### config.mk
export PLATFORM = sky130hd
export DESIGN_NAME = swwc_ctrl
export DESIGN_NICKNAME = d
export VERILOG_FILES = /design/src/swwc_pkg.sv /design/src/swwc_wake_if.sv /design/src/swwc_ctrl.sv /design/src/swwc_wake_filter.sv
export SDC_FILE = /design/constraint.sdc
export NUM_CORES = 1
export LEC_CHECK = 0
export BUFFER_PORTS_ARGS = -buffer_cell sky130_fd_sc_hd__buf_2
export CORE_MARGIN = 5
export CORE_UTILIZATION = 54
export CTS_CLUSTER_SIZE = 8
export DETAILED_ROUTE_END_ITERATION = 8
export GPL_TIMING_DRIVEN = 1
export PLACE_DENSITY = 0.8
export SETUP_SLACK_MARGIN = 0.1
export SLEW_MARGIN = 20
export SYNTH_ARGS = -nofsm -noshare
export SYNTH_HDL_FRONTEND = slang
export SYNTH_SLANG_ARGS = --single-unit
### constraint.sdc
create_clock -name clk -period 2.8 [get_ports clk]
set_clock_uncertainty 0.05 [all_clocks]
set_input_delay 0.42 -clock clk [delete_from_list [all_inputs] [get_ports clk]]
set_output_delay 0.42 -clock clk [all_outputs]
set_load 0.02 [all_outputs]
### src/swwc_pkg.sv
package swwc_pkg;

    // standby-mode field encodings
    localparam logic [2:0] SWWC_STBY_DEEP_STOP  = 3'h1;
    localparam logic [2:0] SWWC_STBY_LIGHT_IDLE = 3'h3;
    localparam int         SWWC_STBY_W          = 3;

    // warm-up count field
    localparam int          SWWC_WARMUP_W     = 12;
    localparam logic [11:0] SWWC_WARMUP_RESET = 12'h000;
    localparam logic [11:0] SWWC_WARMUP_FLASH = 12'h119;

    // oscillator / pll selection bits after reset or deep-stop wake
    localparam logic SWWC_PLL_SEL_RESET     = 1'b0;
    localparam logic SWWC_PLL_ON_RESET      = 1'b0;
    localparam logic SWWC_WUP_CLK_SEL_RESET = 1'b0;
    localparam logic SWWC_OSC_SEL_RESET     = 1'b0;
    localparam logic SWWC_OSC_EN_A_RESET    = 1'b1;
    localparam logic SWWC_OSC_EN_B_RESET    = 1'b0;

    // wake source counts
    localparam int SWWC_EXT_PINS     = 6;
    localparam int SWWC_PERIPH_SRCS  = 32;

    // clock rate and warm-up tick derivation
    localparam int SWWC_CLK_MHZ          = 200;
    localparam int SWWC_WARMUP_TICK_NS   = 5;
    localparam int SWWC_WARMUP_TICK_CYC  = (SWWC_WARMUP_TICK_NS * SWWC_CLK_MHZ) / 1000 < 1 ? 1
                                         : (SWWC_WARMUP_TICK_NS * SWWC_CLK_MHZ) / 1000;

    typedef enum logic [3:0] {
        SWWC_ST_NORMAL = 4'h1,
        SWWC_ST_IDLE   = 4'h2,
        SWWC_ST_STOP   = 4'h4,
        SWWC_ST_WARMUP = 4'h8
    } swwc_state_t;

endpackage

### src/swwc_wake_if.sv
`timescale 1ns/1ps
interface swwc_wake_if;
    import swwc_pkg::*;
    logic [SWWC_EXT_PINS-1:0]    ext_pin_req;
    logic [SWWC_PERIPH_SRCS-1:0] periph_req;
    logic                        tick_req;
    logic                        wdt_nmi;
    logic                        lvd_nmi;
    logic                        in_idle;
    logic                        in_stop;
    logic                        wake_int;
    logic                        wake_nmi;

    modport ctrl (
        output ext_pin_req,
        output periph_req,
        output tick_req,
        output wdt_nmi,
        output lvd_nmi,
        output in_idle,
        output in_stop,
        input  wake_int,
        input  wake_nmi
    );
    modport filt (
        input  ext_pin_req,
        input  periph_req,
        input  tick_req,
        input  wdt_nmi,
        input  lvd_nmi,
        input  in_idle,
        input  in_stop,
        output wake_int,
        output wake_nmi
    );
endinterface

### src/swwc_ctrl.sv
`timescale 1ns/1ps
// Function
// - standby field 001 picks deep stop, 011 light idle; others forbidden.
// - leave low power only on enabled interrupt, nmi or reset.
// - deep stop wakes only on external pins 0 to 5 or reset pin.
// - after interrupt wake, the cpu services that interrupt.
// - watchdog and low-voltage nmi wake light idle only.
// - system tick wakes light idle only.
// - reset-pin wake gives normal mode, all registers at reset values.
// - reset wake from deep stop runs no warm-up; reset held externally.
// - interrupt wake from deep stop runs warm-up, then clock enabled.
// - deep-stop return resets oscillator and pll bits to reset values, keeps warm-up count.
// - only deep stop to normal uses warm-up; others immediate.
// - failed deep-stop entry keeps oscillator, pll and warm-up selects.
// - after reset or deep-stop wake, clock from internal fast oscillator.
module swwc_ctrl
    import swwc_pkg::*;
#(
    parameter int WARMUP_TICK_CYC = SWWC_WARMUP_TICK_CYC
)
(
    input  wire logic                        clk,
    input  wire logic                        rst,
    input  wire logic                        sleep_req,
    input  wire logic                        stop_abort,
    input  wire logic [SWWC_STBY_W-1:0]      standby_mode_wr,
    input  wire logic                        standby_mode_we,
    input  wire logic [SWWC_WARMUP_W-1:0]    warmup_count_wr,
    input  wire logic                        pll_clock_select_wr,
    input  wire logic                        pll_power_on_wr,
    input  wire logic                        warmup_clock_select_wr,
    input  wire logic                        oscillator_select_wr,
    input  wire logic                        oscillator_enable_a_wr,
    input  wire logic                        oscillator_enable_b_wr,
    input  wire logic                        osc_ctrl_we,
    input  wire logic [SWWC_EXT_PINS-1:0]    external_pin_interrupts,
    input  wire logic [SWWC_PERIPH_SRCS-1:0] periph_interrupts,
    input  wire logic                        tick_interrupt,
    input  wire logic                        watchdog_nmi,
    input  wire logic                        low_voltage_nmi,
    output logic [SWWC_STBY_W-1:0]           standby_mode,
    output logic [SWWC_WARMUP_W-1:0]         warmup_count,
    output logic                             pll_clock_select,
    output logic                             pll_power_on,
    output logic                             warmup_clock_select,
    output logic                             oscillator_select,
    output logic                             oscillator_enable_a,
    output logic                             oscillator_enable_b,
    output logic                             cpu_clock_en,
    output logic                             sys_clock_en,
    output logic                             fast_osc_run,
    output logic                             wake_event,
    output logic                             service_int,
    output logic                             mode_idle,
    output logic                             mode_stop,
    output logic                             warmup_busy
);

    ////////////////////////////////////////////////////////////////////////
    swwc_state_t              state_reg;
    swwc_state_t              state_next;
    logic [SWWC_STBY_W-1:0]   standby_mode_reg;
    logic [SWWC_WARMUP_W-1:0] warmup_count_reg;
    logic [SWWC_WARMUP_W-1:0] warm_cnt_reg;
    logic [SWWC_WARMUP_W-1:0] warm_cnt_next;
    logic [31:0]              tick_cnt_reg;
    logic [31:0]              tick_cnt_next;
    logic                     pll_sel_reg;
    logic                     pll_on_reg;
    logic                     wup_sel_reg;
    logic                     osc_sel_reg;
    logic                     osc_en_a_reg;
    logic                     osc_en_b_reg;
    logic                     wake_event_reg;
    logic                     service_reg;
    logic                     pend_int_reg;

    swwc_wake_if wk ();

    assign wk.ext_pin_req = external_pin_interrupts;
    assign wk.periph_req  = periph_interrupts;
    assign wk.tick_req    = tick_interrupt;
    assign wk.wdt_nmi     = watchdog_nmi;
    assign wk.lvd_nmi     = low_voltage_nmi;
    assign wk.in_idle     = (state_reg == SWWC_ST_IDLE);
    assign wk.in_stop     = (state_reg == SWWC_ST_STOP);

    swwc_wake_filter u_filter (
        .w (wk.filt)
    );

    ////////////////////////////////////////////////////////////////////////
    logic wake_any;
    logic sel_stop;
    logic sel_idle;
    logic enter_stop;
    logic enter_idle;
    logic stop_wake;
    logic tick_done;
    logic warm_done;
    logic sw_write_ok;

    logic sel_clear;
    logic sel_load;
    logic mode_load;
    logic idle_wake;
    logic back_normal;

    assign sel_stop   = (standby_mode_reg == SWWC_STBY_DEEP_STOP);
    assign sel_idle   = (standby_mode_reg == SWWC_STBY_LIGHT_IDLE);
    assign wake_any   = wk.wake_int | wk.wake_nmi;
    assign enter_stop = (state_reg == SWWC_ST_NORMAL) & sleep_req & sel_stop & ~stop_abort;
    assign enter_idle = (state_reg == SWWC_ST_NORMAL) & sleep_req & sel_idle;
    assign stop_wake  = (state_reg == SWWC_ST_STOP) & wk.wake_int;
    // prescaler lets one count unit span several clocks
    assign tick_done  = (tick_cnt_reg == 32'(WARMUP_TICK_CYC - 1));
    assign warm_done  = (warm_cnt_reg == {SWWC_WARMUP_W{1'b0}});
    // registers only writable while the cpu runs
    assign sw_write_ok = (state_reg == SWWC_ST_NORMAL);

    // named strobes keep the flops below short
    assign sel_clear   = stop_wake;
    assign sel_load    = sw_write_ok & osc_ctrl_we;
    assign mode_load   = sw_write_ok & standby_mode_we;
    assign idle_wake   = wk.in_idle & wake_any;
    assign back_normal = (state_reg != SWWC_ST_NORMAL) & (state_next == SWWC_ST_NORMAL);

    ////////////////////////////////////////////////////////////////////////
    always_comb
    begin
        state_next    = state_reg;
        warm_cnt_next = warm_cnt_reg;
        tick_cnt_next = tick_cnt_reg;
        case (state_reg)
            SWWC_ST_NORMAL:
            begin
                if (enter_idle)
                    state_next = SWWC_ST_IDLE;
                else if (enter_stop)
                    state_next = SWWC_ST_STOP;
            end
            SWWC_ST_IDLE:
            begin
                if (wake_any)
                    state_next = SWWC_ST_NORMAL;
            end
            SWWC_ST_STOP:
            begin
                if (stop_wake)
                begin
                    state_next    = SWWC_ST_WARMUP;
                    warm_cnt_next = warmup_count_reg;
                    tick_cnt_next = 32'h0000_0000;
                end
            end
            SWWC_ST_WARMUP:
            begin
                if (warm_done)
                    state_next = SWWC_ST_NORMAL;
                else if (tick_done)
                begin
                    tick_cnt_next = 32'h0000_0000;
                    warm_cnt_next = warm_cnt_reg - 12'h001;
                end
                else
                    tick_cnt_next = tick_cnt_reg + 32'h0000_0001;
            end
            default:
                state_next = SWWC_ST_NORMAL;
        endcase
    end

    // reset wake skips warm-up
    // a reset during warm-up drops the count; nothing resumes
    always_ff @(posedge clk or posedge rst)
    begin
        if (rst)
        begin
            state_reg    <= SWWC_ST_NORMAL;
            warm_cnt_reg <= SWWC_WARMUP_RESET;
            tick_cnt_reg <= 32'h0000_0000;
        end
        else
        begin
            state_reg    <= state_next;
            warm_cnt_reg <= warm_cnt_next;
            tick_cnt_reg <= tick_cnt_next;
        end
    end

    ////////////////////////////////////////////////////////////////////////
    always_ff @(posedge clk or posedge rst)
    begin
        if (rst)
        begin
            standby_mode_reg <= SWWC_STBY_LIGHT_IDLE;
            warmup_count_reg <= SWWC_WARMUP_RESET;
        end
        else
        begin
            if (mode_load)
                standby_mode_reg <= standby_mode_wr;
            if (sel_load)
                warmup_count_reg <= warmup_count_wr;
        end
    end

    always_ff @(posedge clk or posedge rst)
    begin
        if (rst)
        begin
            pll_sel_reg  <= SWWC_PLL_SEL_RESET;
            pll_on_reg   <= SWWC_PLL_ON_RESET;
            wup_sel_reg  <= SWWC_WUP_CLK_SEL_RESET;
            osc_sel_reg  <= SWWC_OSC_SEL_RESET;
            osc_en_a_reg <= SWWC_OSC_EN_A_RESET;
            osc_en_b_reg <= SWWC_OSC_EN_B_RESET;
        end
        // aborted entry never reaches here
        // clear beats a write, though no write lands outside normal
        else if (sel_clear)
        begin
            pll_sel_reg  <= SWWC_PLL_SEL_RESET;
            pll_on_reg   <= SWWC_PLL_ON_RESET;
            wup_sel_reg  <= SWWC_WUP_CLK_SEL_RESET;
            osc_sel_reg  <= SWWC_OSC_SEL_RESET;
            osc_en_a_reg <= SWWC_OSC_EN_A_RESET;
            osc_en_b_reg <= SWWC_OSC_EN_B_RESET;
        end
        else if (sel_load)
        begin
            pll_sel_reg  <= pll_clock_select_wr;
            pll_on_reg   <= pll_power_on_wr;
            wup_sel_reg  <= warmup_clock_select_wr;
            osc_sel_reg  <= oscillator_select_wr;
            osc_en_a_reg <= oscillator_enable_a_wr;
            osc_en_b_reg <= oscillator_enable_b_wr;
        end
    end

    ////////////////////////////////////////////////////////////////////////
    // pending interrupt held across warm-up so the cpu services it after
    always_ff @(posedge clk or posedge rst)
    begin
        if (rst)
        begin
            wake_event_reg <= 1'b0;
            pend_int_reg   <= 1'b0;
            service_reg    <= 1'b0;
        end
        else
        begin
            wake_event_reg <= idle_wake | stop_wake;
            if (stop_wake)
                pend_int_reg <= 1'b1;
            else if (state_next == SWWC_ST_NORMAL)
                pend_int_reg <= 1'b0;
            service_reg <= back_normal & (idle_wake | pend_int_reg);
        end
    end

    ////////////////////////////////////////////////////////////////////////
    assign standby_mode        = standby_mode_reg;
    assign warmup_count        = warmup_count_reg;
    assign pll_clock_select    = pll_sel_reg;
    assign pll_power_on        = pll_on_reg;
    assign warmup_clock_select = wup_sel_reg;
    assign oscillator_select   = osc_sel_reg;
    assign oscillator_enable_a = osc_en_a_reg;
    assign oscillator_enable_b = osc_en_b_reg;
    assign wake_event          = wake_event_reg;
    assign service_int         = service_reg;
    assign mode_idle           = (state_reg == SWWC_ST_IDLE);
    assign mode_stop           = (state_reg == SWWC_ST_STOP);
    assign warmup_busy         = (state_reg == SWWC_ST_WARMUP);
    assign cpu_clock_en        = (state_reg == SWWC_ST_NORMAL);
    // system clock gated in stop and warm-up
    assign sys_clock_en        = (state_reg == SWWC_ST_NORMAL) | (state_reg == SWWC_ST_IDLE);
    // oscillator runs except in stop
    // warm-up needs it running before the clock opens
    assign fast_osc_run        = (state_reg != SWWC_ST_STOP);

endmodule

### src/swwc_wake_filter.sv
`timescale 1ns/1ps
module swwc_wake_filter
    import swwc_pkg::*;
(
    swwc_wake_if.filt w
);
    logic stop_ok;
    logic idle_ok;

    assign stop_ok = w.in_stop & (|w.ext_pin_req);
    assign idle_ok = w.in_idle & ((|w.ext_pin_req) | (|w.periph_req) | w.tick_req);

    assign w.wake_int = stop_ok | idle_ok;
    assign w.wake_nmi = w.in_idle & (w.wdt_nmi | w.lvd_nmi);
endmodule

==> metrics.md <==
| Metric | Value |
|---|---|
| Post-synth EDFFs | `0` |
| Largest net degree at the start of global routing | `47` |
| Sum of negative setup slack | `0 ns` |
| Detailed Routing Iterations Pass 1 | `5` |
| Synth top area cells | `dfrtp_1 44%, nand2_1 6.9%, a21oi_1 4.6%` |
| Slew @ Worst Pin | `0.777 ns` |
| Max-cap violations | `0` |
| CTS tree | `done` |
| CP required | `3.04 ns` |
| Cells after Synth | `439` |
| Drt drc | `0` |
| CP Class | `reg -> reg` |
| Synth top area share | `0.435` |
| Core ar. | `7140 um^2` |
| Final Cell Area | `4790 um^2` |
| Post-Syn Area | `3910 um^2` |
| Post-Syn Nets | `510` |
| Startpoint types | `flip-flop` |
| Sink Count | `72` |
| Crit share post-route | `0.913` |
| Worst slew margin | `0.481` |
| Sequential Area | `1810 um^2` |
| H-tree Lvls | `3` |
| Cell taking the most area after synthesis | `dfrtp_1` |
| Synth Flop Type | `dfrtp_1` |
| Max Fclk | `0.391 GHz` |
| Total power | `3.17 mW` |
| CP arrival | `2.79 ns` |
| Multi-input gate area | `1930 um^2` |
| First DRT Iteration DRCs | `272` |
| Clock Tree Buf Depth | `2` |
| Critical Path, Cell by Cell | `inv_1, ha_1, or4b_4, or4_4, nand3_4, inv_2, a32oi_1, o221a_1` |
| Antenna violation net count after detailed routing | `0` |
| Global placer's final weighted congestion | `0.878` |
| Fillers | `594` |
| Critical Path Fanout Max | `14` |
| Slew Limit Fails | `0` |
| Total grt overflow | `0` |
| Total wire length | `10.3 mm` |
| Slowest library cell on the worst path | `or4_4` |
| Die Ht | `95.1 um` |
| Reg2Reg Setup Slack | `0.24 ns` |
| Max reg flops | `32` |
| Initial Utilization | `0.548` |
| Final hold vios | `0` |
| # setup viols final | `0` |
| Final min period | `2.56 ns` |
| Power Dens Cells | `663 nW/um^2` |
| Vias per cell | `5.85` |
| Layout area overhead | `22.5%` |
| Placed cell areas | `4510 um^2` |
| # IOs | `97` |
| Critical Path Sink Type | `flip-flop` |
| Die Area | `9040 um^2` |
| Hold Worst Slack | `0.0866 ns` |
| Dpl hpwl | `7.38 mm` |
| Num CTS Buffers | `9` |
| Vias in the first global route | `3730` |
| Top-count cell post-synth | `nand2_1` |
| Status | `finished clean` |
| Root Buffer | `clkbuf_8` |
| Synth cell types | `62` |
| Total vias in the final route | `3766` |
| Unrepaired setup endpoints after global routing | `false` |
| Clock Latency Late Sink | `0.34 ns` |
| First-pass GRT wire length | `17.8 mm` |
| Worst-path clk slew | `0.08 ns` |
| Num rows | `31` |
| Critical Path Max Stage Delay | `0.50 ns` |
| Total track usage | `0.246` |
| Leak | `2.19 nW` |
| N_diodes | `0` |
| Die X | `95.1 um` |
| VDD IR max | `0.515 mV` |
| Fraction of registers with async set/reset | `1.00` |
| Warnings, synthesis | `0` |
| Fin nets | `611` |
| Sequential share of the synthesized area | `0.462` |
| Port bufs | `96` |
| FF+latch count, synth | `72` |
| Synth top cells by count | `72 x nand2_1, 68 x dfrtp_1, 36 x a21oi_1` |
| Initial antenna violation count | `0` |
| HP Class | `in -> async` |
| Layout cells sized above 1 | `0.272` |
| Syn_area_per_cell | `8.91 um^2` |
| Routed len/inst | `16.1 um` |
## where the power goes
part / switching, mW / internal (mW)
sequential: 0.174 / 1.22
combinational: 0.437 / 0.288
clock: 0.393 / 0.667
## cell families after synthesis
family	Yosys count	synth area share
buf+inv	39	0.0483
mux	7	0.0189
fa+ha+maj	3	0.00960
xor+xnor	5	0.0112
compound gates	98	0.155
simple gates	215	0.295
flops	72	0.462
## layout by cell type, fill, tap and decap left out, types with 3 or more instances in the layout
| master | n |
|---|---|
| a21oi_1 | 36 |
| a22o_1 | 4 |
| and3_1 | 3 |
| buf_2 | 96 |
| buf_4 | 13 |
| bufinv_16 | 3 |
| clkbuf_8 | 12 |
| dfrtp_1 | 68 |
| dfstp_2 | 4 |
| ha_1 | 3 |
| inv_1 | 16 |
| mux2_2 | 3 |
| mux2i_1 | 4 |
| nand2_1 | 71 |
| nand2b_1 | 5 |
| nand3_1 | 19 |
| nand4_1 | 16 |
| nor2_1 | 25 |
| nor3_1 | 10 |
| nor4_1 | 21 |
| o21ai_0 | 24 |
| o31ai_1 | 12 |
| or3_1 | 11 |
| or4_1 | 13 |
| xor2_1 | 4 |
## through the flow
step                      utilization  setup WS [ns]  cells
after floorplan                     -          0.257    439
after global placement          0.632          0.156    627
after detailed placement        0.632         0.0519    627
after CTS                       0.669          0.120    643
after global routing            0.671          0.121    644
final                           0.671          0.244    644
## worst max-delay path, delay by kind of cell, from the launching register on
kind                     cells  cell delay [ns]
AO/OA/AOI/OAI                2             0.42
adder cells (fa/ha/maj)      1             0.21
buffers and inverters        2             0.26
flip-flops                   1             0.40
AND/OR/NAND/NOR              3             1.16
## final timing paths
kind,startpoint,to,cells after the start
max,warm_cnt_reg[0]$_DFFE_PP0P_,warm_cnt_reg[9]$_DFFE_PP0P_,8
min,rst,warmup_count[11]$_DFFE_PP0P_,2
min reg2reg,oscillator_enable_a$_DFFE_PP1P_,oscillator_enable_a$_DFFE_PP1P_,2
min in group clk,warmup_count_wr[5],warmup_count[5]$_DFFE_PP0P_,3
max reg2reg,warm_cnt_reg[0]$_DFFE_PP0P_,warm_cnt_reg[9]$_DFFE_PP0P_,8
max in group asynchronous,rst,standby_mode[1]$_DFFE_PP1P_,3
## layout make-up
type	count	area share
clock inverters	4	0.0206
multi-input cells	328	0.402
well taps	99	0.0259
clock buffers	12	0.0345
flip-flops and latches	72	0.377
inverters	19	0.0149
repair buffers	110	0.125
## repair_timing
action	4_1_cts	5_1_grt
resized for setup	1	2
hold buffers	0	0
hold endpoints to repair	0	0
pin swaps	0	2
endpoints found under the setup margin	7	21
setup buffers	0	1
## per-layer routing
metal	vias to the layer above	global-route usage	wire length, um
met2	129	0.413	5200
met1	1791	0.332	4480
met3	15	0.0403	547
li1	1831	-	-
met4	0	0.0637	121
met5	-	0	0
No activity file was read; power rests on OpenSTA's default activity.
